--- src/logic/iou_defs.vh ---
// Purpose: shared constants of the output-unit processing block
// Assumes: included by bare name from the design files
// Notes: definitions only
`ifndef IOU_DEFS_VH
`define IOU_DEFS_VH

// clock and sample timing
`define IOU_CLK_HZ 50000000
`define IOU_SAMPLE_RATE_HZ 2000
`define IOU_SAMPLE_CYCLES (`IOU_CLK_HZ / `IOU_SAMPLE_RATE_HZ)
`define IOU_DELAY_MS 5
`define IOU_DELAY_SAMPLES (`IOU_SAMPLE_RATE_HZ * `IOU_DELAY_MS / 1000)

// word layout
`define IOU_WORD_W 24
`define IOU_BYTE_HI 23:16
`define IOU_BYTE_MID 15:8
`define IOU_BYTE_LO 7:0

// gyro unit code: bits 1:0 select function, bit 3 enables the delay
`define IOU_GYRO_RATE 2'h0
`define IOU_GYRO_INCR 2'h1
`define IOU_GYRO_AVG 2'h2
`define IOU_GYRO_INTEG 2'h3
`define IOU_GYRO_DELAY_BIT 3

// accelerometer unit code
`define IOU_ACC_INCR 1'h0
`define IOU_ACC_AVG 1'h1

// rate (2^-14 deg/s) to angle (2^-21 deg) per sample: 128/2000 in Q16
`define IOU_ANGLE_K 16'h1062
// accel (2^-19 g) to velocity (2^-22 m/s): 8*9.80665/2000 in Q16
`define IOU_VEL_K 16'h0A0B
`define IOU_K_SHIFT 16

`endif

--- src/logic/iou_output_unit.v ---
// Purpose: turns the internal gyro/accel sample stream into output words
// Assumes: sensor inputs sampled on the internal tick, synchronous inputs
// Notes: words go out as parallel registers and as a six-byte stream
`timescale 1ns/1ps
`include "iou_defs.vh"
module iou_output_unit #(
  parameter SAMPLE_CYCLES = `IOU_SAMPLE_CYCLES,
  parameter DELAY_SAMPLES = `IOU_DELAY_SAMPLES
) (
  input wire sys_clk,
  input wire rst_n,
  input wire [23:0] gyroSample,
  input wire [23:0] accSample,
  input wire [3:0] gyroUnit,
  input wire accUnit,
  input wire [3:0] lpfShift,
  input wire txStrobe,
  output reg sampleTick_q,
  output reg [23:0] gyroWord_q,
  output reg [23:0] accWord_q,
  output reg wordValid_q,
  output reg [7:0] outByte_q,
  output reg outByteValid_q,
  output reg [2:0] outByteIdx_q
);
  localparam CW = $clog2(SAMPLE_CYCLES);
  localparam AW = 40;

  ////////////////////////////////////////////////////////////////////////
  // internal sample timer
  reg [CW-1:0] tickCnt_q;
  wire tickNow = (tickCnt_q == SAMPLE_CYCLES - 1);

  always @(posedge sys_clk) begin
    if (!rst_n) begin
      tickCnt_q <= {CW{1'b0}};
      sampleTick_q <= 1'b0;
    end else begin
      tickCnt_q <= tickNow ? {CW{1'b0}} : tickCnt_q + {{(CW-1){1'b0}}, 1'b1};
      sampleTick_q <= tickNow;
    end
  end

  ////////////////////////////////////////////////////////////////////////
  // stage 1: optional 5 ms gyro delay, accel captured alongside
  wire [23:0] delayed;
  reg s1Valid_q;
  reg [23:0] gyroRaw_q;
  reg [23:0] accS1_q;
  wire delayOn = gyroUnit[`IOU_GYRO_DELAY_BIT];

  iou_delay_mem #(
    .WIDTH(24),
    .DEPTH(DELAY_SAMPLES)
  ) uDelay (
    .sys_clk(sys_clk),
    .rst_n(rst_n),
    .wrEn(tickNow),
    .wrData(gyroSample),
    .rdData(delayed)
  );

  // mem output lands one cycle after the tick, like these registers
  always @(posedge sys_clk) begin
    if (!rst_n) begin
      s1Valid_q <= 1'b0;
      gyroRaw_q <= 24'h000000;
      accS1_q <= 24'h000000;
    end else begin
      s1Valid_q <= tickNow;
      if (tickNow) begin
        gyroRaw_q <= gyroSample;
        accS1_q <= accSample;
      end
    end
  end

  wire [23:0] gyroSel = delayOn ? delayed : gyroRaw_q;

  ////////////////////////////////////////////////////////////////////////
  // stage 2: one-pole low-pass, shift 0 passes the sample through
  reg s2Valid_q;
  reg signed [23:0] filt_q;
  reg signed [23:0] accS2_q;
  wire signed [24:0] filtDiff = $signed({gyroSel[23], gyroSel}) -
    $signed({filt_q[23], filt_q});
  wire signed [24:0] filtStep = filtDiff >>> lpfShift;

  always @(posedge sys_clk) begin
    if (!rst_n) begin
      s2Valid_q <= 1'b0;
      filt_q <= 24'sh000000;
      accS2_q <= 24'sh000000;
    end else begin
      s2Valid_q <= s1Valid_q;
      if (s1Valid_q) begin
        filt_q <= filt_q + filtStep[23:0];
        accS2_q <= accS1_q;
      end
    end
  end

  ////////////////////////////////////////////////////////////////////////
  // per-sample scaled contributions in Q16 below the output lsb
  wire signed [40:0] angProd = filt_q * $signed({1'b0, `IOU_ANGLE_K});
  wire signed [40:0] velProd = accS2_q * $signed({1'b0, `IOU_VEL_K});
  wire signed [AW-1:0] angInc = angProd[AW-1:0];
  wire signed [AW-1:0] velInc = velProd[AW-1:0];
  wire signed [31:0] rateExt = {{8{filt_q[23]}}, filt_q};
  wire signed [31:0] accExt = {{8{accS2_q[23]}}, accS2_q};

  // accumulators
  reg signed [AW-1:0] incAng_q;
  reg signed [AW-1:0] intAng_q;
  reg signed [AW-1:0] incVel_q;
  reg signed [31:0] rateSum_q;
  reg signed [31:0] accSum_q;
  reg [4:0] count_q;

  // a sample landing with the transmit opens the next period
  always @(posedge sys_clk) begin
    if (!rst_n) begin
      incAng_q <= {AW{1'b0}};
      intAng_q <= {AW{1'b0}};
      incVel_q <= {AW{1'b0}};
      rateSum_q <= 32'h00000000;
      accSum_q <= 32'h00000000;
      count_q <= 5'h00;
    end else begin
      if (s2Valid_q) begin
        // 40-bit total wraps at +-4 deg with no flag raised
        intAng_q <= intAng_q + angInc;
      end
      if (txStrobe) begin
        // per-transmit sums restart
        incAng_q <= s2Valid_q ? angInc : {AW{1'b0}};
        incVel_q <= s2Valid_q ? velInc : {AW{1'b0}};
        rateSum_q <= s2Valid_q ? rateExt : 32'h00000000;
        accSum_q <= s2Valid_q ? accExt : 32'h00000000;
        count_q <= s2Valid_q ? 5'h01 : 5'h00;
      end else if (s2Valid_q) begin
        incAng_q <= incAng_q + angInc;
        incVel_q <= incVel_q + velInc;
        rateSum_q <= rateSum_q + rateExt;
        accSum_q <= accSum_q + accExt;
        // saturate so an idle link cannot wrap the count
        if (count_q != 5'h1F) begin
          count_q <= count_q + 5'h01;
        end
      end
    end
  end

  ////////////////////////////////////////////////////////////////////////
  // averaging divides by the power-of-two sample counts of the legal
  // rates (1,2,4,8,16); other counts round down to the next power
  reg [2:0] avgShift;
  always @* begin
    if (count_q >= 5'h10) begin
      avgShift = 3'h4;
    end else if (count_q >= 5'h08) begin
      avgShift = 3'h3;
    end else if (count_q >= 5'h04) begin
      avgShift = 3'h2;
    end else if (count_q >= 5'h02) begin
      avgShift = 3'h1;
    end else begin
      avgShift = 3'h0;
    end
  end

  wire signed [31:0] rateAvg = rateSum_q >>> avgShift;
  wire signed [31:0] accAvg = accSum_q >>> avgShift;

  // gyro function select
  reg [23:0] gyroNext;
  always @* begin
    case (gyroUnit[1:0])
      `IOU_GYRO_RATE: gyroNext = filt_q;
      `IOU_GYRO_INCR: gyroNext = incAng_q[AW-1:`IOU_K_SHIFT];
      `IOU_GYRO_AVG: gyroNext = rateAvg[23:0];
      `IOU_GYRO_INTEG: gyroNext = intAng_q[AW-1:`IOU_K_SHIFT];
      default: gyroNext = filt_q;
    endcase
  end

  wire [23:0] accNext = (accUnit == `IOU_ACC_AVG) ? accAvg[23:0] :
    incVel_q[AW-1:`IOU_K_SHIFT];

  ////////////////////////////////////////////////////////////////////////
  // word latch and byte stream: gyro then accel, high byte first
  reg [2:0] byteLeft_q;
  reg [39:0] shift_q;

  always @(posedge sys_clk) begin
    if (!rst_n) begin
      gyroWord_q <= 24'h000000;
      accWord_q <= 24'h000000;
      wordValid_q <= 1'b0;
      outByte_q <= 8'h00;
      outByteValid_q <= 1'b0;
      outByteIdx_q <= 3'h0;
      byteLeft_q <= 3'h0;
      shift_q <= 40'h0000000000;
    end else begin
      wordValid_q <= txStrobe;
      if (txStrobe) begin
        // a new transmit restarts the stream
        gyroWord_q <= gyroNext;
        accWord_q <= accNext;
        outByte_q <= gyroNext[`IOU_BYTE_HI];
        outByteValid_q <= 1'b1;
        outByteIdx_q <= 3'h0;
        shift_q <= {gyroNext[`IOU_BYTE_MID], gyroNext[`IOU_BYTE_LO],
          accNext};
        byteLeft_q <= 3'h5;
      end else if (byteLeft_q != 3'h0) begin
        outByte_q <= shift_q[39:32];
        outByteValid_q <= 1'b1;
        outByteIdx_q <= outByteIdx_q + 3'h1;
        shift_q <= {shift_q[31:0], 8'h00};
        byteLeft_q <= byteLeft_q - 3'h1;
      end else begin
        outByteValid_q <= 1'b0;
      end
    end
  end
endmodule // iou_output_unit

--- src/logic/iou_delay_mem.v ---
// Purpose: fixed-length sample delay line for the gyro path
// Assumes: one write per sample tick
// Notes: read data is registered; zero until the line has filled
`timescale 1ns/1ps
module iou_delay_mem #(
  parameter WIDTH = 24,
  parameter DEPTH = 10
) (
  input wire sys_clk,
  input wire rst_n,
  input wire wrEn,
  input wire [WIDTH-1:0] wrData,
  output reg [WIDTH-1:0] rdData
);
  localparam PW = (DEPTH > 1) ? $clog2(DEPTH) : 1;

  reg [WIDTH-1:0] mem [0:DEPTH-1];
  reg [PW-1:0] ptr_q;
  reg filled_q;

  ////////////////////////////////////////////////////////////////////////
  // write new sample, read the one written DEPTH writes ago
  always @(posedge sys_clk) begin
    if (wrEn) begin
      mem[ptr_q] <= wrData;
    end
  end

  // pointer, fill flag and registered read; stale ram hidden until full
  always @(posedge sys_clk) begin
    if (!rst_n) begin
      ptr_q <= {PW{1'b0}};
      filled_q <= 1'b0;
      rdData <= {WIDTH{1'b0}};
    end else if (wrEn) begin
      rdData <= filled_q ? mem[ptr_q] : {WIDTH{1'b0}};
      if (ptr_q == DEPTH - 1) begin
        ptr_q <= {PW{1'b0}};
        filled_q <= 1'b1;
      end else begin
        ptr_q <= ptr_q + {{(PW-1){1'b0}}, 1'b1};
      end
    end
  end
endmodule // iou_delay_mem

--- config.mk ---
export PLATFORM = sky130hd
export DESIGN_NAME = iou_output_unit
export DESIGN_NICKNAME = d
export VERILOG_FILES = /design/src/logic/iou_output_unit.v /design/src/logic/iou_delay_mem.v
export VERILOG_INCLUDE_DIRS = /design/src /design/src/logic
export SDC_FILE = /design/constraint.sdc
export NUM_CORES = 2
export LEC_CHECK = 0
export BUFFER_PORTS_ARGS = -buffer_cell sky130_fd_sc_hd__buf_2
export CORE_MARGIN = 5
export CORE_UTILIZATION = 65
export DETAILED_ROUTE_END_ITERATION = 6
export PLACE_DENSITY = 0.93
export SKIP_CTS_REPAIR_TIMING = 1
export SYNTH_ARGS = -nofsm -noshare
export SYNTH_HDL_FRONTEND = slang
export SYNTH_SLANG_ARGS = --single-unit
--- constraint.sdc ---
create_clock -name sys_clk -period 16.5 [get_ports sys_clk]
set_clock_uncertainty 0.2 [all_clocks]
set_input_delay 2.475 -clock sys_clk [delete_from_list [all_inputs] [get_ports sys_clk]]
set_output_delay 2.475 -clock sys_clk [all_outputs]
set_load 0.01 [all_outputs]
[Word-level counts from Yosys, hierarchy flattened]
Memories as Yosys holds them, arrays and structs flattened. A register that Yosys moved wholly into a read port is not among the register bits.
Cells that the tools add are included.
Word-level totals
  output and inout bits: 62
  bits in registers: 435
  input port bits: 60
  memories kept: 1
  logic and storage cells: 100
  RAM bits: 240
Memories
  uDelay.mem: words 10, bits a word 24, rd ports 1, clocked after memory_dff 1, write ports 1, line iou_delay_mem.v:17  | reg [WIDTH-1:0] mem [0:DEPTH-1];
Cells by class
  bitwise logic cells: 1
  add/subtract/negate cells: 12
  shift-type cells: 3
  eq/ne operators: 6
  magnitude comparators: 4
  multiplexer cells: 37
  multipliers: 2
  reduce and logical (&&, ||, !) cells: 9
Operators by type and width (number)
  two-way mux 40 bit: 8
  two-way mux 32 bit: 6
  one-hot mux 24 bit (4 select lines): 1
  adder 40 x 38 -> 40 bit: 2
  multiplier 24 x 13 -> 37 bit, second input constant: 2
  two-way mux 24 bit: 3
  adder 32 x 24 -> 32 bit: 2
  >>> shifter 32 x 3 -> 24 bit: 2
  adder 40 x 37 -> 40 bit: 1
  >>> shifter 25 x 4 -> 24 bit: 1
  subtractor 24 x 24 -> 25 bit: 1
  adder 24 bit: 1
  two-way mux 8 bit: 2
  adder 15 x 1 -> 15 bit, second input constant: 1
  == test 15 bit, second input constant: 1
  two-way mux 5 bit: 3
  two-way mux 4 bit: 3
  two-way mux 3 bit: 3
  two-way mux 1 bit: 6
  nonzero test 2 bit: 3
  adder 5 x 1 -> 5 bit, second input constant: 1
  greater-or-equal comparator 5 x 2 -> 1 bit, second input constant: 1
  greater-or-equal comparator 5 x 3 -> 1 bit, second input constant: 1
  greater-or-equal comparator 5 x 4 -> 1 bit, second input constant: 1
  other kinds (14): 18

[Logic depth before layout (Yosys ltp)]
  word-level depth: 8
  depth in mapped cells: 30
  mapped depth without buffers: 30

[Cells and area by module]
From an unflattened synthesis, not the netlist that was laid out.
Unflattened totals
  cells, all modules: 5317
  area, all modules: 49028.3 um^2
By module, submodules not included
  iou_output_unit: seq. area each 7927.6 um^2, area an instance 38399.3 um^2, cells an instance 4785, instances 1
  iou_delay_mem: seq. area each 7867.5 um^2, area an instance 10628.9 um^2, cells an instance 532, instances 1

[Worst setup path after synthesis]
OpenSTA, ideal clock, no wires.
  kind: input -> register
  start point: input gyroUnit[3]
  end point: register filt_q[20]
  data required time: 16.172 ns
  cell stages on the path: 27
  slack: 7.740 ns
  arrival time: 8.433 ns
  library setup time: 0.128 ns
  cell sequence: clkbuf_1 > clkbuf_1 > mux2i_1 > ha_1 > inv_1 > fa_1 > a21o_1 > a21oi_2 > nor4b_1 > or4b_4 > a41oi_1 > xnor2_1 > and2_1 > a21oi_1 > mux2i_1 > mux4_2 > ha_1 > o21a_1 > o21ai_0 > o31ai_1 > a221o_1 > a41oi_1 > a211oi_1 > a2111oi_0 > xnor2_1 > mux2i_1 > nor2_1
On the way
  longest elaborated chain between the ends: 4
RTL lines
  from (decl): line iou_output_unit.v:14  | input wire [3:0] gyroUnit,
  two-way mux 24 bit: line iou_output_unit.v:78  | wire [23:0] gyroSel = delayOn ? delayed : gyroRaw_q;
  subtractor 24 x 24 -> 25 bit: line iou_output_unit.v:85  | wire signed [24:0] filtDiff = $signed({gyroSel[23], gyroSel}) -
  >>> shifter 25 x 4 -> 24 bit: line iou_output_unit.v:87  | wire signed [24:0] filtStep = filtDiff >>> lpfShift;
  adder 24 bit: line iou_output_unit.v:97  | filt_q <= filt_q + filtStep[23:0];
  to (signal assigned): line iou_output_unit.v:97
  to (decl): line iou_output_unit.v:83  | reg signed [23:0] filt_q;
No other way between the ends.
A chain may end at the register's enable or synchronous reset.

[Final worst setup path]
Same ends and word-level chain as after synthesis.

==> results.sh <==
export IMPL_ir_worst_vdd_mv=0.112
export IMPL_r2r_cells=30
export IMPL_reg2reg_from="filt_q[11]"
export IMPL_fp_coreArea_sq_um=74200
export IMPL_required_ns=16.79
export IMPL_die_width_um=283
export IMPL_fill_cells=5045
export IMPL_postRouteWirelength_um=141000
export IMPL_synthTopCellsByArea="dfxtp_1 18%, edfxtp_1 15%, ha_1 13%, a21oi_1 4.6%, fa_1 4.5%"
export IMPL_finalHoldViolCount=0
export IMPL_cp_max_fo=24
export IMPL_layout_common_cells="544 x nand2_1, 485 x ha_1, 447 x a21oi_1"
export IMPL_finalNetCount=5891
export IMPL_power_total_mw=3.64
export IMPL_grt_pass1_vias=40948
export IMPL_worst_slack_ns=7.41
export IMPL_drt_vias_per_instance=6.72
export IMPL_die_area_sq_um=80200
export IMPL_initial_core_util_pct=65.4
export IMPL_globalplace_congestion=0.981
export IMPL_cp_end_kind="flip-flop"
export IMPL_grt_max_degree=154
export IMPL_synth_cells=5246
export IMPL_yosysWarnings=0
export IMPL_layout_drive_gt1_share_pct=10.1
export IMPL_mappedNetlistArea_sq_um=48500
export IMPL_slew_headroom_pct=23.9
export IMPL_async_reset_ff_share_pct=0
export IMPL_min_to="accWord_q[5]"
export IMPL_clk_latency_ns=0.64
export IMPL_synth_fa_ha_area_share_pct=17.0
export IMPL_first_pass_iters=6
export IMPL_cts_htree_levels=3
export IMPL_hpwl_um=94200
export IMPL_synth_seq_area_share_pct=32.5
export IMPL_portBuffers=120
export IMPL_antenna_found_initial=4
export IMPL_yosysTopAreaCell="dfxtp_1"
export IMPL_setup_viol=0
export IMPL_wl_per_cell_um=22.5
export IMPL_min_period_ns=9.09
export IMPL_drc=0
export IMPL_p_leak_nw=23.0
export IMPL_min_path_cells=2
export IMPL_root_buffer="clkbuf_16"
export IMPL_whs_ns=0.251
export IMPL_yosys_area_share_simple_pct=13.2
export IMPL_synthFlopType="dfxtp_1"
export IMPL_post_route_period_util_pct=55.1
export IMPL_slew_viol_final=0
export IMPL_grt_pass1_wl_um=222000
export IMPL_synthToLayoutAreaGrowth_pct=7.80
export IMPL_fmax_mhz=110
export IMPL_vias=42124
export IMPL_cts_buffers_inserted=72
export IMPL_crit_type="in2reg"
export IMPL_die_height_um=283
export IMPL_p_per_area_nw_per_um2=69.6
export IMPL_status="finished clean"
export IMPL_yosys_mux_area_fraction_pct=10.1
export IMPL_timing_rr_end="intAng_q[39]"
export IMPL_yosys_cell_types_count=97
export IMPL_fin_tns_setup_ns=0
export IMPL_postRouteAntennaNets=0
export IMPL_synth_avg_cell_area_sq_um=9.25
export IMPL_final_common_cell="nand2_1"
export IMPL_cts_tree="done"
export IMPL_synth_top_family_by_area="compound AO/OA/AOI/OAI gates"
export IMPL_clkTransAtPathRegs_ns=0.07
export IMPL_syn_nets=5900
export IMPL_clock_sinks=669
export IMPL_drv_cap=0
export IMPL_synth_compound_area_share_pct=18.3
export IMPL_min_delay_path_class="reg2reg"
export IMPL_worstMarginPinSlew_ns=1.14
export IMPL_ys_ff_latch=669
export IMPL_netlist_area_leader_share_pct=17.7
export IMPL_worst_hold_startpoint="accWord_q[5]"
export IMPL_grt_usage_pct=33.7
export IMPL_num_rows=100
export IMPL_synth_edff_count=240
export IMPL_gr_total_overflow=0
export IMPL_synth_xor_area_share_pct=4.51
export IMPL_pre_cts_ws_ns=6.92
export IMPL_r2r_slack_ns=7.77
export IMPL_clock_path_buffers=3
export IMPL_cp_arrival_ns=9.37
export IMPL_drt_iter0_drc=4833
export IMPL_io_pins=122
export IMPL_startpoint_type="input pin"
export IMPL_rsz0062_at_grt="false"
==> power by group <==
group	internal, mW	leakage [nW]	total [mW]	switching (mW)
clock	0.963	1.19	1.69	0.731
combinational	0.0691	16.2	0.217	0.148
sequential	1.72	5.63	1.73	0.0101
total	2.75	23.0	3.64	0.889
==> how the worst max path moves through the flow <==
stage | depth (start not counted) | end | startpoint
floorplan | 27 | filt_q[20] | gyroUnit[3]
global placement | 27 | filt_q[20] | gyroUnit[3]
detailed placement | 27 | filt_q[20] | gyroUnit[3]
CTS | 27 | filt_q[20] | gyroUnit[3]
global route | 27 | filt_q[20] | gyroUnit[3]
finish | 27 | filt_q[20] | gyroUnit[3]
==> cell families (layout without fill, tap and decap cells) <==
| family | Yosys count | after routing |
|---|---|---|
| AOI/OAI and AO/OA | 1361 | 1361 |
| xor gates and xnor gates | 248 | 248 |
| adders and majority gates | 594 | 594 |
| buffers and inverters | 561 | 610 |
| DFF | 669 | 669 |
| muxes | 376 | 376 |
| other | 0 | 5 |
| and+or+nand+nor | 1437 | 1437 |
==> Yosys cell counts (all sizes together), types with 39 or more instances <==
| cell type | number |
|---|---|
| a211oi | 106 |
| a21o | 174 |
| a21oi | 450 |
| a31oi | 58 |
| and3 | 50 |
| buf | 60 |
| clkbuf | 187 |
| dfxtp | 429 |
| edfxtp | 240 |
| fa | 109 |
| ha | 485 |
| inv | 310 |
| mux2 | 86 |
| mux2i | 208 |
| mux4 | 82 |
| nand2 | 544 |
| nand2b | 42 |
| nand3 | 80 |
| nor2 | 445 |
| nor2b | 89 |
| nor3 | 61 |
| o211ai | 39 |
| o21a | 60 |
| o21ai | 212 |
| xnor2 | 161 |
| xor2 | 87 |
==> worst max-delay path: stages <==
cell and delay (ns):
buf_2 0.50, mux2i_1 0.27, ha_1 0.19, inv_1 0.06, fa_1 0.39, a21o_1 0.18
a21oi_2 0.21, nor4b_1 0.12, or4b_4 0.59, a31o_1 0.26, and3_1 0.20, o32ai_2 0.74
or2_2 0.25, o211a_1 0.16, a211oi_2 0.07, a221oi_2 0.29, ha_1 0.31, nor2b_1 0.18
nor2_1 0.09, o31ai_1 0.11, a221o_1 0.37, a41oi_1 0.38, a211oi_1 0.14, a2111oi_0 0.50
xnor2_1 0.12, mux2i_1 0.15, nor2_1 0.05
==> flip-flops by register name, summed over array words and instances, names as in the netlist, 28 cells and up, named ones only <==
| register | count |
|---|---|
| accSum_q | 28 |
| incAng_q | 39 |
| incVel_q | 40 |
| intAng_q | 39 |
| rateSum_q | 28 |
| shift_q | 40 |
| uDelay.mem | 240 |
==> layout make-up <==
| cell class | count | area [sq um] | area share, % |
|---|---|---|---|
| Multi-Input combinational cell | 4016 | 30700 | 58.7 |
| Sequential cell | 669 | 15800 | 30.2 |
| Clock buffer | 99 | 2010 | 3.84 |
| Tap cell | 969 | 1210 | 2.32 |
| Inverter | 314 | 1190 | 2.27 |
| Timing Repair Buffer | 164 | 961 | 1.84 |
| Clock inverter | 33 | 430 | 0.823 |
| Antenna cell | 5 | 12.5 | 0.0239 |
==> stage by stage <==
step / std cells / area, sq um / utilization, %
finish: 6269 / 52300 / 70.5
global route: 6264 / 52300 / 70.5
CTS: 6264 / 52300 / 70.5
detailed placement: 6132 / 49900 / 67.2
global placement: 6132 / 49900 / 67.2
floorplan: 5246 / 48500 / -
==> per-layer routing <==
metal	track usage, %	wire length [um]	vias up
met2	54.7	64300	2681
met1	43.0	53600	19927
met3	6.65	14600	593
met5	0	41	-
met4	17.7	8470	6
li1	-	-	18917
(Power assumes the default switching activity.)
